[config.mk]
export PLATFORM = sky130hd
export DESIGN_NAME = lfc_loop_coef
export DESIGN_NICKNAME = d
export VERILOG_FILES = /design/src/lfc_pkg.sv /design/src/lfc_loop_coef.sv /design/src/lfc_coef_expand.sv
export SDC_FILE = /design/constraint.sdc
export NUM_CORES = 1
export LEC_CHECK = 0
export ABC_AREA = 0
export BUFFER_PORTS_ARGS = -buffer_cell sky130_fd_sc_hd__buf_2
export CORE_UTILIZATION = 54
export CTS_CLUSTER_SIZE = 12
export DETAILED_ROUTE_END_ITERATION = 7
export PLACE_DENSITY = 0.75
export SLEW_MARGIN = 5
export SYNTH_ARGS = -nofsm -noshare
export SYNTH_HDL_FRONTEND = slang
export SYNTH_SLANG_ARGS = --single-unit
[constraint.sdc]
create_clock -name pclk -period 5.5 [get_ports pclk]
set_clock_uncertainty 0.1 [all_clocks]
set_input_delay 1.1 -clock pclk [delete_from_list [all_inputs] [get_ports pclk]]
set_output_delay 1.1 -clock pclk [all_outputs]
set_load 0.02 [all_outputs]
[src/lfc_pkg.sv]
// loop-filter coefficient block: register map, field layout and reset values
package lfc_pkg;
    // register byte offsets
    localparam logic [7:0] LFC_OFS_ALPHA_MANT = 8'h00;
    localparam logic [7:0] LFC_OFS_ALPHA_EXP = 8'h04;
    localparam logic [7:0] LFC_OFS_BETA = 8'h08;
    localparam logic [7:0] LFC_OFS_GAMMA = 8'h0C;
    localparam logic [7:0] LFC_OFS_DELTA = 8'h10;
    localparam logic [7:0] LFC_OFS_DIV_INT = 8'h14;
    localparam logic [7:0] LFC_OFS_DIV_FRAC = 8'h18;
    localparam logic [7:0] LFC_OFS_CTRL = 8'h1C;
    localparam logic [7:0] LFC_OFS_STATUS = 8'h20;
    // field widths
    localparam int LFC_AMANT_W = 16;
    localparam int LFC_ASHIFT_W = 6;
    localparam int LFC_AFE_W = 3;
    localparam int LFC_ABE_W = 4;
    localparam int LFC_BGMANT_W = 17;
    localparam int LFC_DMANT_W = 15;
    localparam int LFC_EXP_W = 5;
    localparam int LFC_DIVS_W = 30;
    localparam int LFC_DIVF_W = 10;
    // field positions
    localparam int LFC_ASHIFT_LSB = 0;
    localparam int LFC_AFE_LSB = 8;
    localparam int LFC_ABE_LSB = 16;
    localparam int LFC_BGEXP_LSB = 24;
    localparam int LFC_DEXP_LSB = 16;
    localparam int LFC_DIVV_LSB = 16;
    localparam int LFC_CTRL_APPLY_BIT = 0;
    localparam int LFC_STAT_PEND_BIT = 0;
    localparam int LFC_STAT_ARS_LSB = 8;
    // exponent biases
    localparam logic signed [7:0] LFC_ALPHA_BIAS = 8'sh10;
    localparam logic signed [7:0] LFC_BG_BIAS = 8'sh11;
    localparam logic signed [7:0] LFC_DELTA_BIAS = 8'sh0F;
    // reset values
    localparam logic [15:0] LFC_RST_AMANT = 16'h0001;
    localparam logic [16:0] LFC_RST_BGMANT = 17'h00001;
    localparam logic [14:0] LFC_RST_DMANT = 15'h0001;
    localparam logic [4:0] LFC_RST_EXP = 5'h00;
    localparam logic [29:0] LFC_RST_DIVS = 30'h00000000;
    localparam logic [9:0] LFC_RST_DIVU = 10'h000;
    localparam logic [9:0] LFC_RST_DIVV = 10'h001;
endpackage

[src/lfc_loop_coef.sv]
// loop-filter coefficient registers, APB slave and coefficient expansion
//
// The implementer's own choices: the placing of the registers and register access over APB.
`timescale 1ns/10ps
`default_nettype none
module lfc_loop_coef
    import lfc_pkg::*;
#(
    parameter int OW = 64,
    parameter int OF = 40
) (
    // clock and reset
    input wire logic pclk,
    input wire logic presetn,
    // apb slave
    input wire logic [7:0] paddr,
    input wire logic psel,
    input wire logic penable,
    input wire logic pwrite,
    input wire logic [31:0] pwdata,
    output var logic [31:0] prdata,
    output var logic pready,
    output var logic pslverr,
    // effective coefficients to the filter core
    output var logic [OW-1:0] alpha_coef,
    output var logic [OW-1:0] beta_coef,
    output var logic [OW-1:0] gamma_coef,
    output var logic [OW-1:0] delta_coef,
    // feedback divide ratio
    output var logic [LFC_DIVS_W:0] div_int,
    output var logic [LFC_DIVF_W-1:0] div_num,
    output var logic [LFC_DIVF_W-1:0] div_den
);
    // shadow (software written) fields
    logic [LFC_AMANT_W-1:0] sh_amant_ff;
    logic [LFC_ASHIFT_W-1:0] sh_ashift_ff;
    logic [LFC_AFE_W-1:0] sh_afe_ff;
    logic [LFC_ABE_W-1:0] sh_abe_ff;
    logic [LFC_BGMANT_W-1:0] sh_bmant_ff, sh_gmant_ff;
    logic [LFC_EXP_W-1:0] sh_bexp_ff, sh_gexp_ff, sh_dexp_ff;
    logic [LFC_DMANT_W-1:0] sh_dmant_ff;
    logic [LFC_DIVS_W-1:0] sh_divs_ff;
    logic [LFC_DIVF_W-1:0] sh_divu_ff, sh_divv_ff;
    // active fields used by the core
    logic [LFC_AMANT_W-1:0] act_amant_ff;
    logic [LFC_ASHIFT_W-1:0] act_ashift_ff;
    logic [LFC_AFE_W-1:0] act_afe_ff;
    logic [LFC_ABE_W-1:0] act_abe_ff;
    logic [LFC_BGMANT_W-1:0] act_bmant_ff, act_gmant_ff;
    logic [LFC_EXP_W-1:0] act_bexp_ff, act_gexp_ff, act_dexp_ff;
    logic [LFC_DMANT_W-1:0] act_dmant_ff;
    logic [LFC_DIVS_W-1:0] act_divs_ff;
    logic [LFC_DIVF_W-1:0] act_divu_ff, act_divv_ff;
    logic pend_ff;
    logic setup, wr_en, apply, hit;
    logic [31:0] nxt_rdata;
    logic signed [7:0] alpha_rs, beta_rs, gamma_rs, delta_rs;

    assign setup = psel && !penable;
    assign wr_en = psel && penable && pready && pwrite;
    assign apply = wr_en && paddr == LFC_OFS_CTRL && pwdata[LFC_CTRL_APPLY_BIT];

    // read mux and address decode
    always_comb begin
        nxt_rdata = '0;
        hit = 1'b1;
        case (paddr)
            LFC_OFS_ALPHA_MANT: nxt_rdata[LFC_AMANT_W-1:0] = sh_amant_ff;
            LFC_OFS_ALPHA_EXP: begin
                nxt_rdata[LFC_ASHIFT_LSB +: LFC_ASHIFT_W] = sh_ashift_ff;
                nxt_rdata[LFC_AFE_LSB +: LFC_AFE_W] = sh_afe_ff;
                nxt_rdata[LFC_ABE_LSB +: LFC_ABE_W] = sh_abe_ff;
            end
            LFC_OFS_BETA: begin
                nxt_rdata[LFC_BGMANT_W-1:0] = sh_bmant_ff;
                nxt_rdata[LFC_BGEXP_LSB +: LFC_EXP_W] = sh_bexp_ff;
            end
            LFC_OFS_GAMMA: begin
                nxt_rdata[LFC_BGMANT_W-1:0] = sh_gmant_ff;
                nxt_rdata[LFC_BGEXP_LSB +: LFC_EXP_W] = sh_gexp_ff;
            end
            LFC_OFS_DELTA: begin
                nxt_rdata[LFC_DMANT_W-1:0] = sh_dmant_ff;
                nxt_rdata[LFC_DEXP_LSB +: LFC_EXP_W] = sh_dexp_ff;
            end
            LFC_OFS_DIV_INT: nxt_rdata[LFC_DIVS_W-1:0] = sh_divs_ff;
            LFC_OFS_DIV_FRAC: begin
                nxt_rdata[LFC_DIVF_W-1:0] = sh_divu_ff;
                nxt_rdata[LFC_DIVV_LSB +: LFC_DIVF_W] = sh_divv_ff;
            end
            LFC_OFS_CTRL: nxt_rdata = '0;
            LFC_OFS_STATUS: begin
                nxt_rdata[LFC_STAT_PEND_BIT] = pend_ff;
                nxt_rdata[LFC_STAT_ARS_LSB +: 8] = alpha_rs;
            end
            default: hit = 1'b0;
        endcase
    end

    // apb answer: one access cycle, data latched in setup
    always_ff @(posedge pclk or negedge presetn) begin
        if (!presetn) begin
            pready <= 1'b0;
            pslverr <= 1'b0;
            prdata <= '0;
        end else begin
            pready <= setup;
            pslverr <= setup && !hit;
            if (setup) begin
                prdata <= pwrite ? 32'h00000000 : nxt_rdata;
            end
        end
    end

    // software writes to shadow fields
    always_ff @(posedge pclk or negedge presetn) begin
        if (!presetn) begin
            sh_amant_ff <= LFC_RST_AMANT;
            sh_ashift_ff <= '0;
            sh_afe_ff <= '0;
            sh_abe_ff <= '0;
            sh_bmant_ff <= LFC_RST_BGMANT;
            sh_gmant_ff <= LFC_RST_BGMANT;
            sh_dmant_ff <= LFC_RST_DMANT;
            sh_bexp_ff <= LFC_RST_EXP;
            sh_gexp_ff <= LFC_RST_EXP;
            sh_dexp_ff <= LFC_RST_EXP;
            sh_divs_ff <= LFC_RST_DIVS;
            sh_divu_ff <= LFC_RST_DIVU;
            sh_divv_ff <= LFC_RST_DIVV;
        end else if (wr_en) begin
            case (paddr)
                LFC_OFS_ALPHA_MANT: sh_amant_ff <= pwdata[LFC_AMANT_W-1:0];
                LFC_OFS_ALPHA_EXP: begin
                    sh_ashift_ff <= pwdata[LFC_ASHIFT_LSB +: LFC_ASHIFT_W];
                    sh_afe_ff <= pwdata[LFC_AFE_LSB +: LFC_AFE_W];
                    sh_abe_ff <= pwdata[LFC_ABE_LSB +: LFC_ABE_W];
                end
                LFC_OFS_BETA: begin
                    sh_bmant_ff <= pwdata[LFC_BGMANT_W-1:0];
                    sh_bexp_ff <= pwdata[LFC_BGEXP_LSB +: LFC_EXP_W];
                end
                LFC_OFS_GAMMA: begin
                    sh_gmant_ff <= pwdata[LFC_BGMANT_W-1:0];
                    sh_gexp_ff <= pwdata[LFC_BGEXP_LSB +: LFC_EXP_W];
                end
                LFC_OFS_DELTA: begin
                    sh_dmant_ff <= pwdata[LFC_DMANT_W-1:0];
                    sh_dexp_ff <= pwdata[LFC_DEXP_LSB +: LFC_EXP_W];
                end
                LFC_OFS_DIV_INT: sh_divs_ff <= pwdata[LFC_DIVS_W-1:0];
                LFC_OFS_DIV_FRAC: begin
                    sh_divu_ff <= pwdata[LFC_DIVF_W-1:0];
                    sh_divv_ff <= pwdata[LFC_DIVV_LSB +: LFC_DIVF_W];
                end
                default: ;
            endcase
        end
    end

    // apply copies all shadows at once so the core never sees a half-written set
    always_ff @(posedge pclk or negedge presetn) begin
        if (!presetn) begin
            act_amant_ff <= LFC_RST_AMANT;
            act_ashift_ff <= '0;
            act_afe_ff <= '0;
            act_abe_ff <= '0;
            act_bmant_ff <= LFC_RST_BGMANT;
            act_gmant_ff <= LFC_RST_BGMANT;
            act_dmant_ff <= LFC_RST_DMANT;
            act_bexp_ff <= LFC_RST_EXP;
            act_gexp_ff <= LFC_RST_EXP;
            act_dexp_ff <= LFC_RST_EXP;
            act_divs_ff <= LFC_RST_DIVS;
            act_divu_ff <= LFC_RST_DIVU;
            act_divv_ff <= LFC_RST_DIVV;
        end else if (apply) begin
            act_amant_ff <= sh_amant_ff;
            act_ashift_ff <= sh_ashift_ff;
            act_afe_ff <= sh_afe_ff;
            act_abe_ff <= sh_abe_ff;
            act_bmant_ff <= sh_bmant_ff;
            act_gmant_ff <= sh_gmant_ff;
            act_dmant_ff <= sh_dmant_ff;
            act_bexp_ff <= sh_bexp_ff;
            act_gexp_ff <= sh_gexp_ff;
            act_dexp_ff <= sh_dexp_ff;
            act_divs_ff <= sh_divs_ff;
            act_divu_ff <= sh_divu_ff;
            act_divv_ff <= sh_divv_ff;
        end
    end

    // pending: set by a shadow write, cleared by apply
    always_ff @(posedge pclk or negedge presetn) begin
        if (!presetn) begin
            pend_ff <= 1'b0;
        end else if (wr_en && paddr < LFC_OFS_CTRL) begin
            pend_ff <= 1'b1;
        end else if (apply) begin
            pend_ff <= 1'b0;
        end
    end

    assign alpha_rs = LFC_ALPHA_BIAS + 8'(act_ashift_ff) - 8'(act_afe_ff) - 8'(act_abe_ff);
    assign beta_rs = LFC_BG_BIAS + 8'(act_bexp_ff);
    assign gamma_rs = LFC_BG_BIAS + 8'(act_gexp_ff);
    assign delta_rs = LFC_DELTA_BIAS + 8'(act_dexp_ff);

    lfc_coef_expand #(.MW(LFC_AMANT_W), .OW(OW), .OF(OF), .NEG(1'b0)) u_alpha (
        .pclk(pclk), .presetn(presetn), .mant(act_amant_ff), .rshift(alpha_rs),
        .coef(alpha_coef));
    lfc_coef_expand #(.MW(LFC_BGMANT_W), .OW(OW), .OF(OF), .NEG(1'b1)) u_beta (
        .pclk(pclk), .presetn(presetn), .mant(act_bmant_ff), .rshift(beta_rs),
        .coef(beta_coef));
    lfc_coef_expand #(.MW(LFC_BGMANT_W), .OW(OW), .OF(OF), .NEG(1'b1)) u_gamma (
        .pclk(pclk), .presetn(presetn), .mant(act_gmant_ff), .rshift(gamma_rs),
        .coef(gamma_coef));
    lfc_coef_expand #(.MW(LFC_DMANT_W), .OW(OW), .OF(OF), .NEG(1'b0)) u_delta (
        .pclk(pclk), .presetn(presetn), .mant(act_dmant_ff), .rshift(delta_rs),
        .coef(delta_coef));

    always_ff @(posedge pclk or negedge presetn) begin
        if (!presetn) begin
            div_int <= '0;
            div_num <= '0;
            div_den <= '0;
        end else begin
            div_int <= {1'b0, act_divs_ff} + (LFC_DIVS_W+1)'(1);
            div_num <= act_divu_ff;
            div_den <= act_divv_ff;
        end
    end
endmodule // lfc_loop_coef
`default_nettype wire

[src/lfc_coef_expand.sv]
// shift-based expansion of one mantissa/exponent coefficient into fixed point
`timescale 1ns/10ps
`default_nettype none
module lfc_coef_expand #(
    parameter int MW = 16,
    parameter int OW = 64,
    parameter int OF = 40,
    parameter bit NEG = 1'b0
) (
    // clock and reset
    input wire logic pclk,
    input wire logic presetn,
    // coefficient fields
    input wire logic [MW-1:0] mant,
    input wire logic signed [7:0] rshift,
    // expanded value, OF fractional bits, two's complement
    output var logic [OW-1:0] coef
);
    logic [OW-1:0] base;
    logic [OW-1:0] mag;
    logic [7:0] lshift;

    always_comb begin
        base = OW'(mant) << OF;
        lshift = 8'(-rshift);
        // bits below 2^-OF are truncated, small coefficients lose precision
        if (rshift < 0) begin
            mag = base << lshift;
        end else begin
            mag = base >> rshift;
        end
    end

    always_ff @(posedge pclk or negedge presetn) begin
        if (!presetn) begin
            coef <= '0;
        end else if (NEG) begin
            coef <= ~mag + OW'(1);
        end else begin
            coef <= mag;
        end
    end
endmodule // lfc_coef_expand
`default_nettype wire

Yosys cells after proc, flatten, opt, wreduce, memory -nomap -nowiden
Cells that the tools add are included.

Input port bits: 45. Register bits: 628. Word-level logic and storage cells: 115.

Reduce and logical (&&, ||, !) cells: 20. Add/subtract/negate cells: 13. Equal/unequal tests: 8. Bitwise operators: 2. Multiplexer cells: 22. Magnitude comparators: 5. Shifts and indexed selects: 8.

Operators by type and width (count): $mux W64 (4); $add A64 B1 Y64 const B (2); $not A64 Y64 (2); $shl A57 B8 Y64 (2); $shr A57 B6 Y64 (2); $shl A55 B8 Y64 (1); $shl A56 B8 Y64 (1); $shr A55 B6 Y64 (1); $shr A56 B8 Y64 (1); $pmux W5 S7 (1); $eq A8 B5 Y1 const B (4); $add A30 B1 Y31 const B (1); $mux W30 (1); $neg A6 Y8 (3); $pmux W4 S6 (1); $lt A6 B1 Y1 const B (3); $eq A8 B4 Y1 const B (2); $pmux W2 S8 (1); $reduce_and A2 Y1 (7); $add A5 B5 Y6 const A (2); $pmux W2 S6 (1); $pmux W3 S4 (1); $pmux W3 S3 (1); $reduce_or A9 Y1 (1); 21 further kinds (32).

Longest topological paths before layout
Gate-level depths: netlist of run 1.

Depth after elaboration: 7. Depth in mapped cells: 16. Gate-level depth less buffers: 15.

Cells and area by module
Synthesis of run 1 repeated with hierarchy kept, for this count alone.

Cell total of the unflattened synthesis: 3691. Area, all modules: 38464.4 µm².

By module, submodules not included: lfc_loop_coef (area an instance 15837.7 µm², cells each 1135, times used 1, seq. area each 9271.4 µm²); lfc_coef_expand (u_beta ...) (area an instance 6780.3 µm², cells each 798, times used 2, seq. area each 1601.5 µm²); lfc_coef_expand (u_alpha) (area an instance 4787.1 µm², cells each 512, times used 1, seq. area each 1601.5 µm²); lfc_coef_expand (u_delta) (area an instance 4279.1 µm², cells each 448, times used 1, seq. area each 1601.5 µm²).

Least setup slack after synthesis of run 1
OpenSTA, ideal clock, no wires.

Kind: reg-to-reg. Start: reg act_ashift_ff[2]. End: reg u_alpha.coef[56]. Path buffers: 1. Stages on the path, launching flop included: 15. Path slack: 1.363 ns. Data arrival time: 3.936 ns. Required time: 5.299 ns. Setup time: 0.101 ns. Path through: dfrtp_1 inv_1 fa_1 inv_1 ha_1 ha_1 fa_1 xnor2_1 nand3_1 nor4_1 nor2_1 clkbuf_1 a21oi_1 a21oi_1 o32ai_1.

Word-level cells in the longest chain between the ends: 6. Elaborated cells between the ends (all ways): 8.

Ends and longest elaborated chain: from (decl) (line lfc_loop_coef.sv:46) `logic [LFC_ASHIFT_W-1:0] act_ashift_ff;`; from (signal assigned) (line lfc_loop_coef.sv:179) `act_ashift_ff <= sh_ashift_ff;`; $add A5 B6 Y7 (*) (line lfc_loop_coef.sv:205) `assign alpha_rs = LFC_ALPHA_BIAS + 8'(act_ashift_ff) - 8'(act_afe_ff) - 8'(act_abe_ff);`; $sub A7 B3 Y8 (*) (line lfc_loop_coef.sv:205); $sub A8 B4 Y8 (*) (line lfc_loop_coef.sv:205); $neg A8 Y8 (line lfc_coef_expand.sv:25) `lshift = 8'(-rshift);`; $shl A56 B8 Y64 (line lfc_coef_expand.sv:28) `mag = base << lshift;`; $mux W64 (*) (line lfc_coef_expand.sv:27) `if (rshift < 0) begin`; net u_alpha.mag[56] (line lfc_coef_expand.sv:20) `logic [OW-1:0] mag;`; to (signal assigned) (line lfc_coef_expand.sv:38) `coef <= ~mag + OW'(1);`; to (signal assigned) (line lfc_coef_expand.sv:40) `coef <= mag;`; to (decl) (line lfc_coef_expand.sv:17) `output var logic [OW-1:0] coef`.

The timed path passes the listed nets; every way through them passes the cells marked *. A chain may end at the register's enable or synchronous reset.

Final worst setup path of run 1
Start: reg act_bexp_ff[0]. End: reg u_beta.coef[38].

Word-level cells in the longest chain between the ends: 6. Elaborated cells between the ends (all ways): 8.

Ends and longest elaborated chain: from (decl) (line lfc_loop_coef.sv:50) `logic [LFC_EXP_W-1:0] act_bexp_ff, act_gexp_ff, act_dexp_ff;`; from (signal assigned) (line lfc_loop_coef.sv:185) `act_bexp_ff <= sh_bexp_ff;`; $add A5 B5 Y6 (*) (line lfc_loop_coef.sv:206) `assign beta_rs = LFC_BG_BIAS + 8'(act_bexp_ff);`; $neg A6 Y8 (line lfc_coef_expand.sv:25); $shl A57 B8 Y64 (line lfc_coef_expand.sv:28); $mux W64 (*) (line lfc_coef_expand.sv:27); $not A64 Y64 (*) (line lfc_coef_expand.sv:38); $add A64 B1 Y64 (*) (line lfc_coef_expand.sv:38); to (signal assigned) (line lfc_coef_expand.sv:38); to (signal assigned) (line lfc_coef_expand.sv:40); to (decl) (line lfc_coef_expand.sv:17).

Every way passes the cells marked *; elsewhere a longest branch is shown, timed or not.

==> results of run 1 <==
[flip-flops by register name (all words and copies together) (netlist names), 15 cells and up]
register	flops
act_bmant_ff	17
act_divs_ff	30
prdata	30
sh_amant_ff	16
u_beta.coef	64
sh_gmant_ff	17
sh_bmant_ff	17
div_int	31
act_dmant_ff	15
act_amant_ff	16
act_gmant_ff	17
sh_divs_ff	30
u_gamma.coef	64
u_delta.coef	40
sh_dmant_ff	15
u_alpha.coef	64
[kinds of logic (layout without fill, tap and decap cells)]
group                      after synthesis  in the layout  synth area share, %
AOI/OAI and AO/OA                      515            515                 11.9
other                                    1             29               0.0124
muxes                                  457            457                 18.5
and+or+nand+nor                        785            785                 12.5
buffers and inverters                  246            560                 3.77
xor gates and xnor gates                85             85                 2.51
DFF                                    602            602                 50.0
adders and majority gates               18             18                0.847
[cell type report]
| type | instances | area [um2] |
|---|---|---|
| Clock buffer | 93 | 1690 |
| Fill cell | 4370 | 20700 |
| Sequential cell | 602 | 15100 |
| Antenna cell | 3 | 7.51 |
| Clock inverter | 12 | 178 |
| Tap cell | 748 | 936 |
| Inverter | 42 | 158 |
| Multi-Input combinational cell | 1886 | 14000 |
| Timing Repair Buffer | 413 | 2270 |
[worst min-delay path by stage]
| stage | from | endpoint | slack [ns] | cells after the start |
|---|---|---|---|---|
| finish | act_divu_ff[5]$_DFFE_PN0P_ | div_num[5]$_DFF_PN0_ | 0.27 | 0 |
| CTS | act_divu_ff[5]$_DFFE_PN0P_ | div_num[5]$_DFF_PN0_ | 0.27 | 0 |
| detailed placement | act_divu_ff[5]$_DFFE_PN0P_ | div_num[5]$_DFF_PN0_ | 0.26 | 0 |
| global placement | act_divv_ff[4]$_DFFE_PN0P_ | div_den[4]$_DFF_PN0_ | 0.26 | 0 |
| global route | act_divv_ff[3]$_DFFE_PN0P_ | div_den[3]$_DFF_PN0_ | 0.28 | 0 |
| floorplan | act_divv_ff[1]$_DFFE_PN0P_ | div_den[1]$_DFF_PN0_ | 0.25 | 0 |
[synth_stat cells, types with 14 or more instances]
library cell,count,area share [%]
sky130_fd_sc_hd__dfrtp_1,592,49
sky130_fd_sc_hd__nor4_1,15,0.31
sky130_fd_sc_hd__a21oi_1,99,1.6
sky130_fd_sc_hd__a222oi_1,41,1.4
sky130_fd_sc_hd__a22oi_1,42,1.0
sky130_fd_sc_hd__and2_1,28,0.58
sky130_fd_sc_hd__and3_1,19,0.39
sky130_fd_sc_hd__ha_1,14,0.58
sky130_fd_sc_hd__mux2_2,315,12
sky130_fd_sc_hd__nand3_1,59,0.98
sky130_fd_sc_hd__inv_1,36,0.45
sky130_fd_sc_hd__nor2b_1,31,0.64
sky130_fd_sc_hd__nand4_1,35,0.73
sky130_fd_sc_hd__buf_1,21,0.26
sky130_fd_sc_hd__o21ai_0,104,1.7
sky130_fd_sc_hd__nor2_1,196,2.4
sky130_fd_sc_hd__nand2b_1,21,0.44
sky130_fd_sc_hd__a211oi_1,29,0.72
sky130_fd_sc_hd__mux4_2,48,3.6
sky130_fd_sc_hd__a31oi_1,16,0.33
sky130_fd_sc_hd__buf_2,14,0.23
sky130_fd_sc_hd__a22o_1,18,0.52
sky130_fd_sc_hd__buf_4,28,0.70
sky130_fd_sc_hd__nand2_1,260,3.2
sky130_fd_sc_hd__clkbuf_1,130,1.6
sky130_fd_sc_hd__mux2i_1,91,3.0
sky130_fd_sc_hd__o211ai_1,17,0.42
sky130_fd_sc_hd__nor3_1,49,0.81
sky130_fd_sc_hd__xor2_1,30,0.87
sky130_fd_sc_hd__xnor2_1,54,1.6
sky130_fd_sc_hd__o22ai_1,31,0.64
[critical path: stages (launching register included)]
cell and delay (ns):
sky130_fd_sc_hd__dfrtp_1 0.73, sky130_fd_sc_hd__buf_4 0.33, sky130_fd_sc_hd__mux4_2 0.36, sky130_fd_sc_hd__mux2i_1 0.41, sky130_fd_sc_hd__a2bb2oi_1 0.53, sky130_fd_sc_hd__a21oi_1 0.24, sky130_fd_sc_hd__a2111o_1 0.51, sky130_fd_sc_hd__nor3_2 0.59
sky130_fd_sc_hd__and3_1 0.60, sky130_fd_sc_hd__a22oi_1 0.20
[metrics by stage]
stage / util, % / hold WS (ns) / power (mW) / cell area (um2) / worst slack (ns)
after floorplan: - / 0.250 / 4.71 / 30200 / 1.36
after detailed placement: 59.0 / 0.261 / 4.88 / 32500 / 0.852
after global placement: 59.0 / 0.258 / 4.87 / 32500 / 1.02
after global routing: 62.4 / 0.281 / 9.00 / 34400 / 0.412
after CTS: 62.4 / 0.274 / 8.78 / 34400 / 0.857
final: 62.4 / 0.272 / 8.71 / 34400 / 0.744
[layer usage]
layer,wire length (um),global-route usage [%]
met2,40900,47.5
met3,7580,5.83
met4,2810,10.6
met1,36700,43.5
met5,17,0
[power groups by stage]
stage	Clock, mW	Sequential (mW)	Combinational [mW]
floorplan	0	4.59	0.117
global placement	0	4.56	0.315
detailed placement	0	4.56	0.323
CTS	3.98	4.48	0.324
global route	4.16	4.48	0.356
finish	3.91	4.48	0.322
==> parameters.txt, run 1 <==
Parameter                              Value

Floorplan
  Vert. Die Dim    238 um
  Core Box Area    55100 um2
  Io pins    386
  Initial cell density of the core    a little over half
  Number of standard-cell rows in the floorplan    86
  Die X    238 um
  Die ar.    56800 um2

Timing
  Final-layout setup total negative slack    0 ns
  Setup violation total in the final timing report    0
  Tmin final    roughly 4.8 ns
  Unrepaired setup endpoints after global routing    no
  Actual slew at the worst max-slew pin    1.22 ns
  Max-slew headroom    between 10% and 20%
  Hold Violations, Final    0
  Final period utilization    just under 90%
  Highest Clock Rate    about 0.21 GHz
  Final max-slew violation count    0

Drt
  Mean number of vias per cell    6.20
  Residual DRC    6
  Length of the first detailed-routing pass in iterations    8
  Count of antenna-violating nets left after detailed routing    0
  Starting DRT DRC Count    2613
  Vias    23600
  Overall routed net length    just under 90 mm
  Post-DR wirelength/cell    approximately 23 um

Power and ir drop
  Power density normalized to cell area    between 200 and 300 nW/um2
  Power Internal    a little under 7 mW
  Proportion of power drawn by flip-flops and latches    roughly half
  Switching fraction of total power    22.6%
  Maximum VDD drop    roughly 270 uV
  Leakage    around 17 nW
  Relative contribution of combinational cells to total power    between 3 and 4%
  Switching power summed over all nets    1.97 mW
  Clock share of power    between 40% and 50%

Global routing
  First-pass GRT wire length    approximately 140 mm
  Largest net degree at the start of global routing    137
  Global route total overflow    0
  Vias in the first global route    between 20000 and 25000
  Number of antenna violations at the first check in global routing    4
  Global router's overall resource usage    around 30%

Worst setup path
  Critical register-to-register path startpoint    act_bexp_ff[0]$_DFFE_PN0P_
  Critical path arrival    between 5 and 6 ns
  Critical path capture point type    register
  FF-to-FF setup slack    0.74 ns
  Critical Path Start Type    register
  Critical path type    register to register
  Register-to-Register Path Depth    9
  Capture point of the worst reg-to-reg path    u_beta.coef[38]$_DFF_PN0_
  Required time at the endpoint of the critical path    slightly below 6 ns
  Critical path origin    act_bexp_ff[0]$_DFFE_PN0P_
  Crit-path max FO    17
  End point of the critical path    u_beta.coef[38]$_DFF_PN0_

Logic synthesis
  Fraction of synthesis flops using an asynchronous set or reset pin    100%
  Count of yosys warnings during synthesis    0
  Flip-flop and latch count after synthesis    602
  Synthesized instance count    2709
  Most frequently used flop master after synthesis    sky130_fd_sc_hd__dfrtp_1
  Distinct cell type count of the synthesized netlist    between 90 and 100
  Count of flip-flops with a built-in enable after synthesis    0
  Cell Area, Synth    ~30000 um2
  Sequential fraction of the synthesis area    roughly half
  Avg Cell Area, Syn    between 10 and 15 um2

Run
  Max-cap violation count    0

Clocking
  Number of H-tree levels    2
  Post-cts gate resize count    0
  Maximum number of buffers from clock root to sink    3
  Post-CTS Setup Bufs    0
  Sinks on the clock net    602
  Clock transition time at the flip-flop clock pins of the worst setup and hold paths    around 0.06 ns
  CTS Buf Count    60
  Clock tree from TritonCTS    yes
  Master cell of the clock root buffer    sky130_fd_sc_hd__clkbuf_16
  Clk_lat worst skew    0.66 ns
  Number of buffers inserted for hold repair after clock tree synthesis    0

Cells and area
  NumNets Final    3068
  Commonest cells after routing, fill and taps aside    sky130_fd_sc_hd__dfrtp_1 (591), sky130_fd_sc_hd__buf_2 (356), sky130_fd_sc_hd__mux2_2 (315)
  Most common cell after layout, fill and taps aside    sky130_fd_sc_hd__dfrtp_1
  Area overhead of the layout relative to synthesis    14.0%
  Post-route non-filler standard cell count    between 3000 and 4000
  Fraction of layout instances using a drive strength above 1    between 20 and 30%

Placed design
  Last weighted congestion value of the routability-driven placer    approximately 0.94
  Number of buffers inserted by port buffering    roughly 360
  Instance count after placement with tap cells included    approximately 3700
  HPWL after DPL    between 60 and 70 mm

Outcome
  Result of the run    finished with violations
  Failing checks    DRC

Worst hold path
  Type of the tightest min-delay check    register to register
No activity file was read; power rests on OpenSTA's default activity.
==> inputs of run 2 (changes only) <==
--- a/config.mk
+++ b/config.mk
@@ -7,10 +7,10 @@
 export LEC_CHECK = 0
 export ABC_AREA = 0
 export BUFFER_PORTS_ARGS = -buffer_cell sky130_fd_sc_hd__buf_2
-export CORE_UTILIZATION = 54
+export CORE_UTILIZATION = 59
 export CTS_CLUSTER_SIZE = 12
 export DETAILED_ROUTE_END_ITERATION = 7
-export PLACE_DENSITY = 0.75
+export PLACE_DENSITY = 0.81
 export SLEW_MARGIN = 5
 export SYNTH_ARGS = -nofsm -noshare
 export SYNTH_HDL_FRONTEND = slang
==> parameters.txt, run 2 (same netlist as run 1, synthesis figures left out) <==
Parameter                              Value

Timing
  Final-layout setup total negative slack    0 ns (unchanged)
  Max-slew headroom    17.4% (was 18.8%)
  Highest Clock Rate    0.209 GHz (was 0.210 GHz)
  Final period utilization    87.0% (was 86.5%)
  Tmin final    4.78 ns (was 4.76 ns)
  Setup violation total in the final timing report    0 (unchanged)
  Unrepaired setup endpoints after global routing    no (unchanged)
  Hold Violations, Final    0 (unchanged)
  Final max-slew violation count    0 (unchanged)
  Actual slew at the worst max-slew pin    1.23 ns (was 1.22 ns)

Worst setup path
  Required time at the endpoint of the critical path    5.88 ns (was 5.87 ns)
  Critical path capture point type    register (unchanged)
  Critical Path Start Type    register (unchanged)
  Capture point of the worst reg-to-reg path    u_beta.coef[38]$_DFF_PN0_ (unchanged)
  Critical path type    register to register (unchanged)
  Critical path arrival    5.16 ns (was 5.13 ns)
  Register-to-Register Path Depth    9 (unchanged)
  FF-to-FF setup slack    0.72 ns (was 0.74 ns)
  Critical register-to-register path startpoint    act_bexp_ff[0]$_DFFE_PN0P_ (unchanged)
  Crit-path max FO    22 (was 17)

Global routing
  Global route total overflow    0 (unchanged)
  Number of antenna violations at the first check in global routing    5 (was 4)
  GR met3 Demand/Resource    7.21% (was 5.83%)
  Gr busiest metal    met2 (unchanged)
  Global router's overall resource usage    34.2% (was 30.7%)
  Met2 demand-to-capacity share in global routing    52.4% (was 47.5%)
  Largest net degree at the start of global routing    136 (was 137)
  Met1 track utilization from global routing    47.8% (was 43.5%)
  Vias in the first global route    23400 (was 22900)
  First-pass GRT wire length    139 mm (was 135 mm)

Drt
  Vias    24100 (was 23600)
  Count of antenna-violating nets left after detailed routing    0 (unchanged)
  Residual DRC    11 (was 6)
  Length of the first detailed-routing pass in iterations    8 (unchanged)
  Mean number of vias per cell    6.45 (was 6.20)
  Overall routed net length    89.9 mm (was 88.0 mm)
  Post-DR wirelength/cell    24.1 um (was 23.2 um)
  Starting DRT DRC Count    3033 (was 2613)

Cells and area
  Post-route cell area    34400 um2 (about the same)
  Final-layout fill cell count    3667 (was 4370)
  Top Registers    u_alpha.coef (64), u_beta.coef (64), u_gamma.coef (64) (unchanged)
  Most common cell after layout, fill and taps aside    sky130_fd_sc_hd__dfrtp_1 (unchanged)
  Commonest cells after routing, fill and taps aside    sky130_fd_sc_hd__dfrtp_1 (591), sky130_fd_sc_hd__buf_2 (356), sky130_fd_sc_hd__mux2_2 (315) (unchanged)
  Area overhead of the layout relative to synthesis    13.9% (was 14.0%)
  NumNets Final    3078 (was 3068)
  Fraction of layout instances using a drive strength above 1    29.8% (was 29.6%)

Power and ir drop
  Proportion of power drawn by flip-flops and latches    51.4% (about the same)
  Leakage    17.2 nW (about the same)
  Maximum VDD drop    287 uV (was 266 uV)
  Clock share of power    44.8% (was 44.9%)
  Switching fraction of total power    22.7% (was 22.6%)
  Power density normalized to cell area    254 nW/um2 (was 253 nW/um2)
  Relative contribution of combinational cells to total power    3.7% (about the same)
  Switching power summed over all nets    1.98 mW (was 1.97 mW)
  Power Internal    6.73 mW (was 6.74 mW)

Floorplan
  Initial cell density of the core    60.0% (was 54.7%)
  Die X    228 um (was 238 um)
  Die ar.    52000 um2 (was 56800 um2)
  Number of standard-cell rows in the floorplan    82 (was 86)
  Io pins    386 (unchanged)
  Core Box Area    50300 um2 (was 55100 um2)
  Vert. Die Dim    228 um (was 238 um)

Clocking
  Master cell of the clock root buffer    sky130_fd_sc_hd__clkbuf_16 (unchanged)
  Clock tree from TritonCTS    yes (unchanged)
  CTS Buf Count    60 (unchanged)
  Number of buffers inserted for hold repair after clock tree synthesis    0 (unchanged)
  Post-cts gate resize count    0 (unchanged)
  Number of H-tree levels    2 (unchanged)
  Clk_lat worst skew    0.65 ns (was 0.66 ns)
  Post-CTS Setup Bufs    0 (unchanged)
  Clock transition time at the flip-flop clock pins of the worst setup and hold paths    0.06 ns (about the same)
  Sinks on the clock net    602 (unchanged)
  Maximum number of buffers from clock root to sink    3 (unchanged)

Worst hold path
  Hold path startpoint    act_divu_ff[3]$_DFFE_PN0P_ (was act_divu_ff[5]$_DFFE_PN0P_)
  Worst hold path cell count    0 (unchanged)
  Worst Hold Endpoint    div_num[3]$_DFF_PN0_ (was div_num[5]$_DFF_PN0_)
  Type of the tightest min-delay check    register to register (unchanged)

Outcome
  Failing checks    DRC (unchanged)
  Result of the run    finished with violations (unchanged)

Placed design
  Number of buffers inserted by port buffering    357 (unchanged)
  HPWL after DPL    64.7 mm (was 63.3 mm)
  Last weighted congestion value of the routability-driven placer    0.960 (was 0.937)
  Dpl cell area    32500 um2 (about the same)

Run
  Max-cap violation count    0 (unchanged)
==> run 2: cell count changes in the layout (fill, tap and decap cells not counted), sizes merged <==
cell,delta
inv,+1
clkbuf,+1
diode,-2
clkinv,-3
bufinv,-1
buf,+10
==> run 2: per-layer routing <==
metal / part of all wire [%] / vias to the layer above
met1: 41 / 12000
li1: - / 10500
met5: 0.060 / -
met4: 4.0 / 8
met2: 46 / 1337
met3: 8.9 / 233
==> run 2: power by group through the flow <==
stage / sequential (mW) / combinational (mW) / clock, mW
floorplan: 4.59 / 0.117 / 0
global placement: 4.56 / 0.317 / 0
detailed placement: 4.56 / 0.327 / 0
CTS: 4.48 / 0.328 / 3.96
global route: 4.48 / 0.358 / 4.13
finish: 4.48 / 0.325 / 3.90
==> run 2: per-stage QoR <==
stage	cells	worst slack [ns]	power (mW)	util (%)	hold slack (ns)
2_1_floorplan	2734	1.36	4.71	-	0.250
3_3_place_gp	3625	0.884	4.87	64.6	0.258
3_5_place_dp	3625	0.745	4.89	64.6	0.259
4_1_cts	3728	0.736	8.77	68.3	0.277
5_1_grt	3729	0.394	8.96	68.3	0.285
6_report	3729	0.716	8.71	68.3	0.273
==> run 2: how the worst max path moves through the flow <==
| stage | startpoint | end | slack (ns) | depth (start not counted) |
|---|---|---|---|---|
| after floorplan | act_ashift_ff[2]$_DFFE_PN0P_ | u_alpha.coef[56]$_DFF_PN0_ | 1.36 | 14 |
| after global placement | act_bexp_ff[0]$_DFFE_PN0P_ | u_beta.coef[34]$_DFF_PN0_ | 0.88 | 9 |
| after detailed placement | act_bexp_ff[0]$_DFFE_PN0P_ | u_beta.coef[38]$_DFF_PN0_ | 0.74 | 9 |
| after CTS | act_bexp_ff[0]$_DFFE_PN0P_ | u_beta.coef[38]$_DFF_PN0_ | 0.74 | 9 |
| after global routing | act_bexp_ff[0]$_DFFE_PN0P_ | u_beta.coef[34]$_DFF_PN0_ | 0.39 | 9 |
| final | act_bexp_ff[0]$_DFFE_PN0P_ | u_beta.coef[38]$_DFF_PN0_ | 0.72 | 9 |
==> run 2: worst max-delay path, stage by stage (launching register included) <==
cell and delay [ns]:
sky130_fd_sc_hd__dfrtp_1 0.80, sky130_fd_sc_hd__buf_4 0.42, sky130_fd_sc_hd__mux2_2 0.38, sky130_fd_sc_hd__mux4_2 0.47, sky130_fd_sc_hd__mux2i_1 0.37, sky130_fd_sc_hd__o211ai_1 0.15
sky130_fd_sc_hd__a2111o_1 0.53, sky130_fd_sc_hd__nor3_2 0.62, sky130_fd_sc_hd__and3_1 0.61, sky130_fd_sc_hd__a22oi_1 0.18
==> run 2: cell type report <==
cell class	count	area, um2	area share [%]
inverters	42	158	0.459
repair buffers	423	2370	6.89
multi-input cells	1886	14000	40.9
clock buffers	94	1720	5.00
clock inverters	9	141	0.412
well taps	672	841	2.45
diodes	1	2.50	0.00728
flip-flops and latches	602	15100	43.9
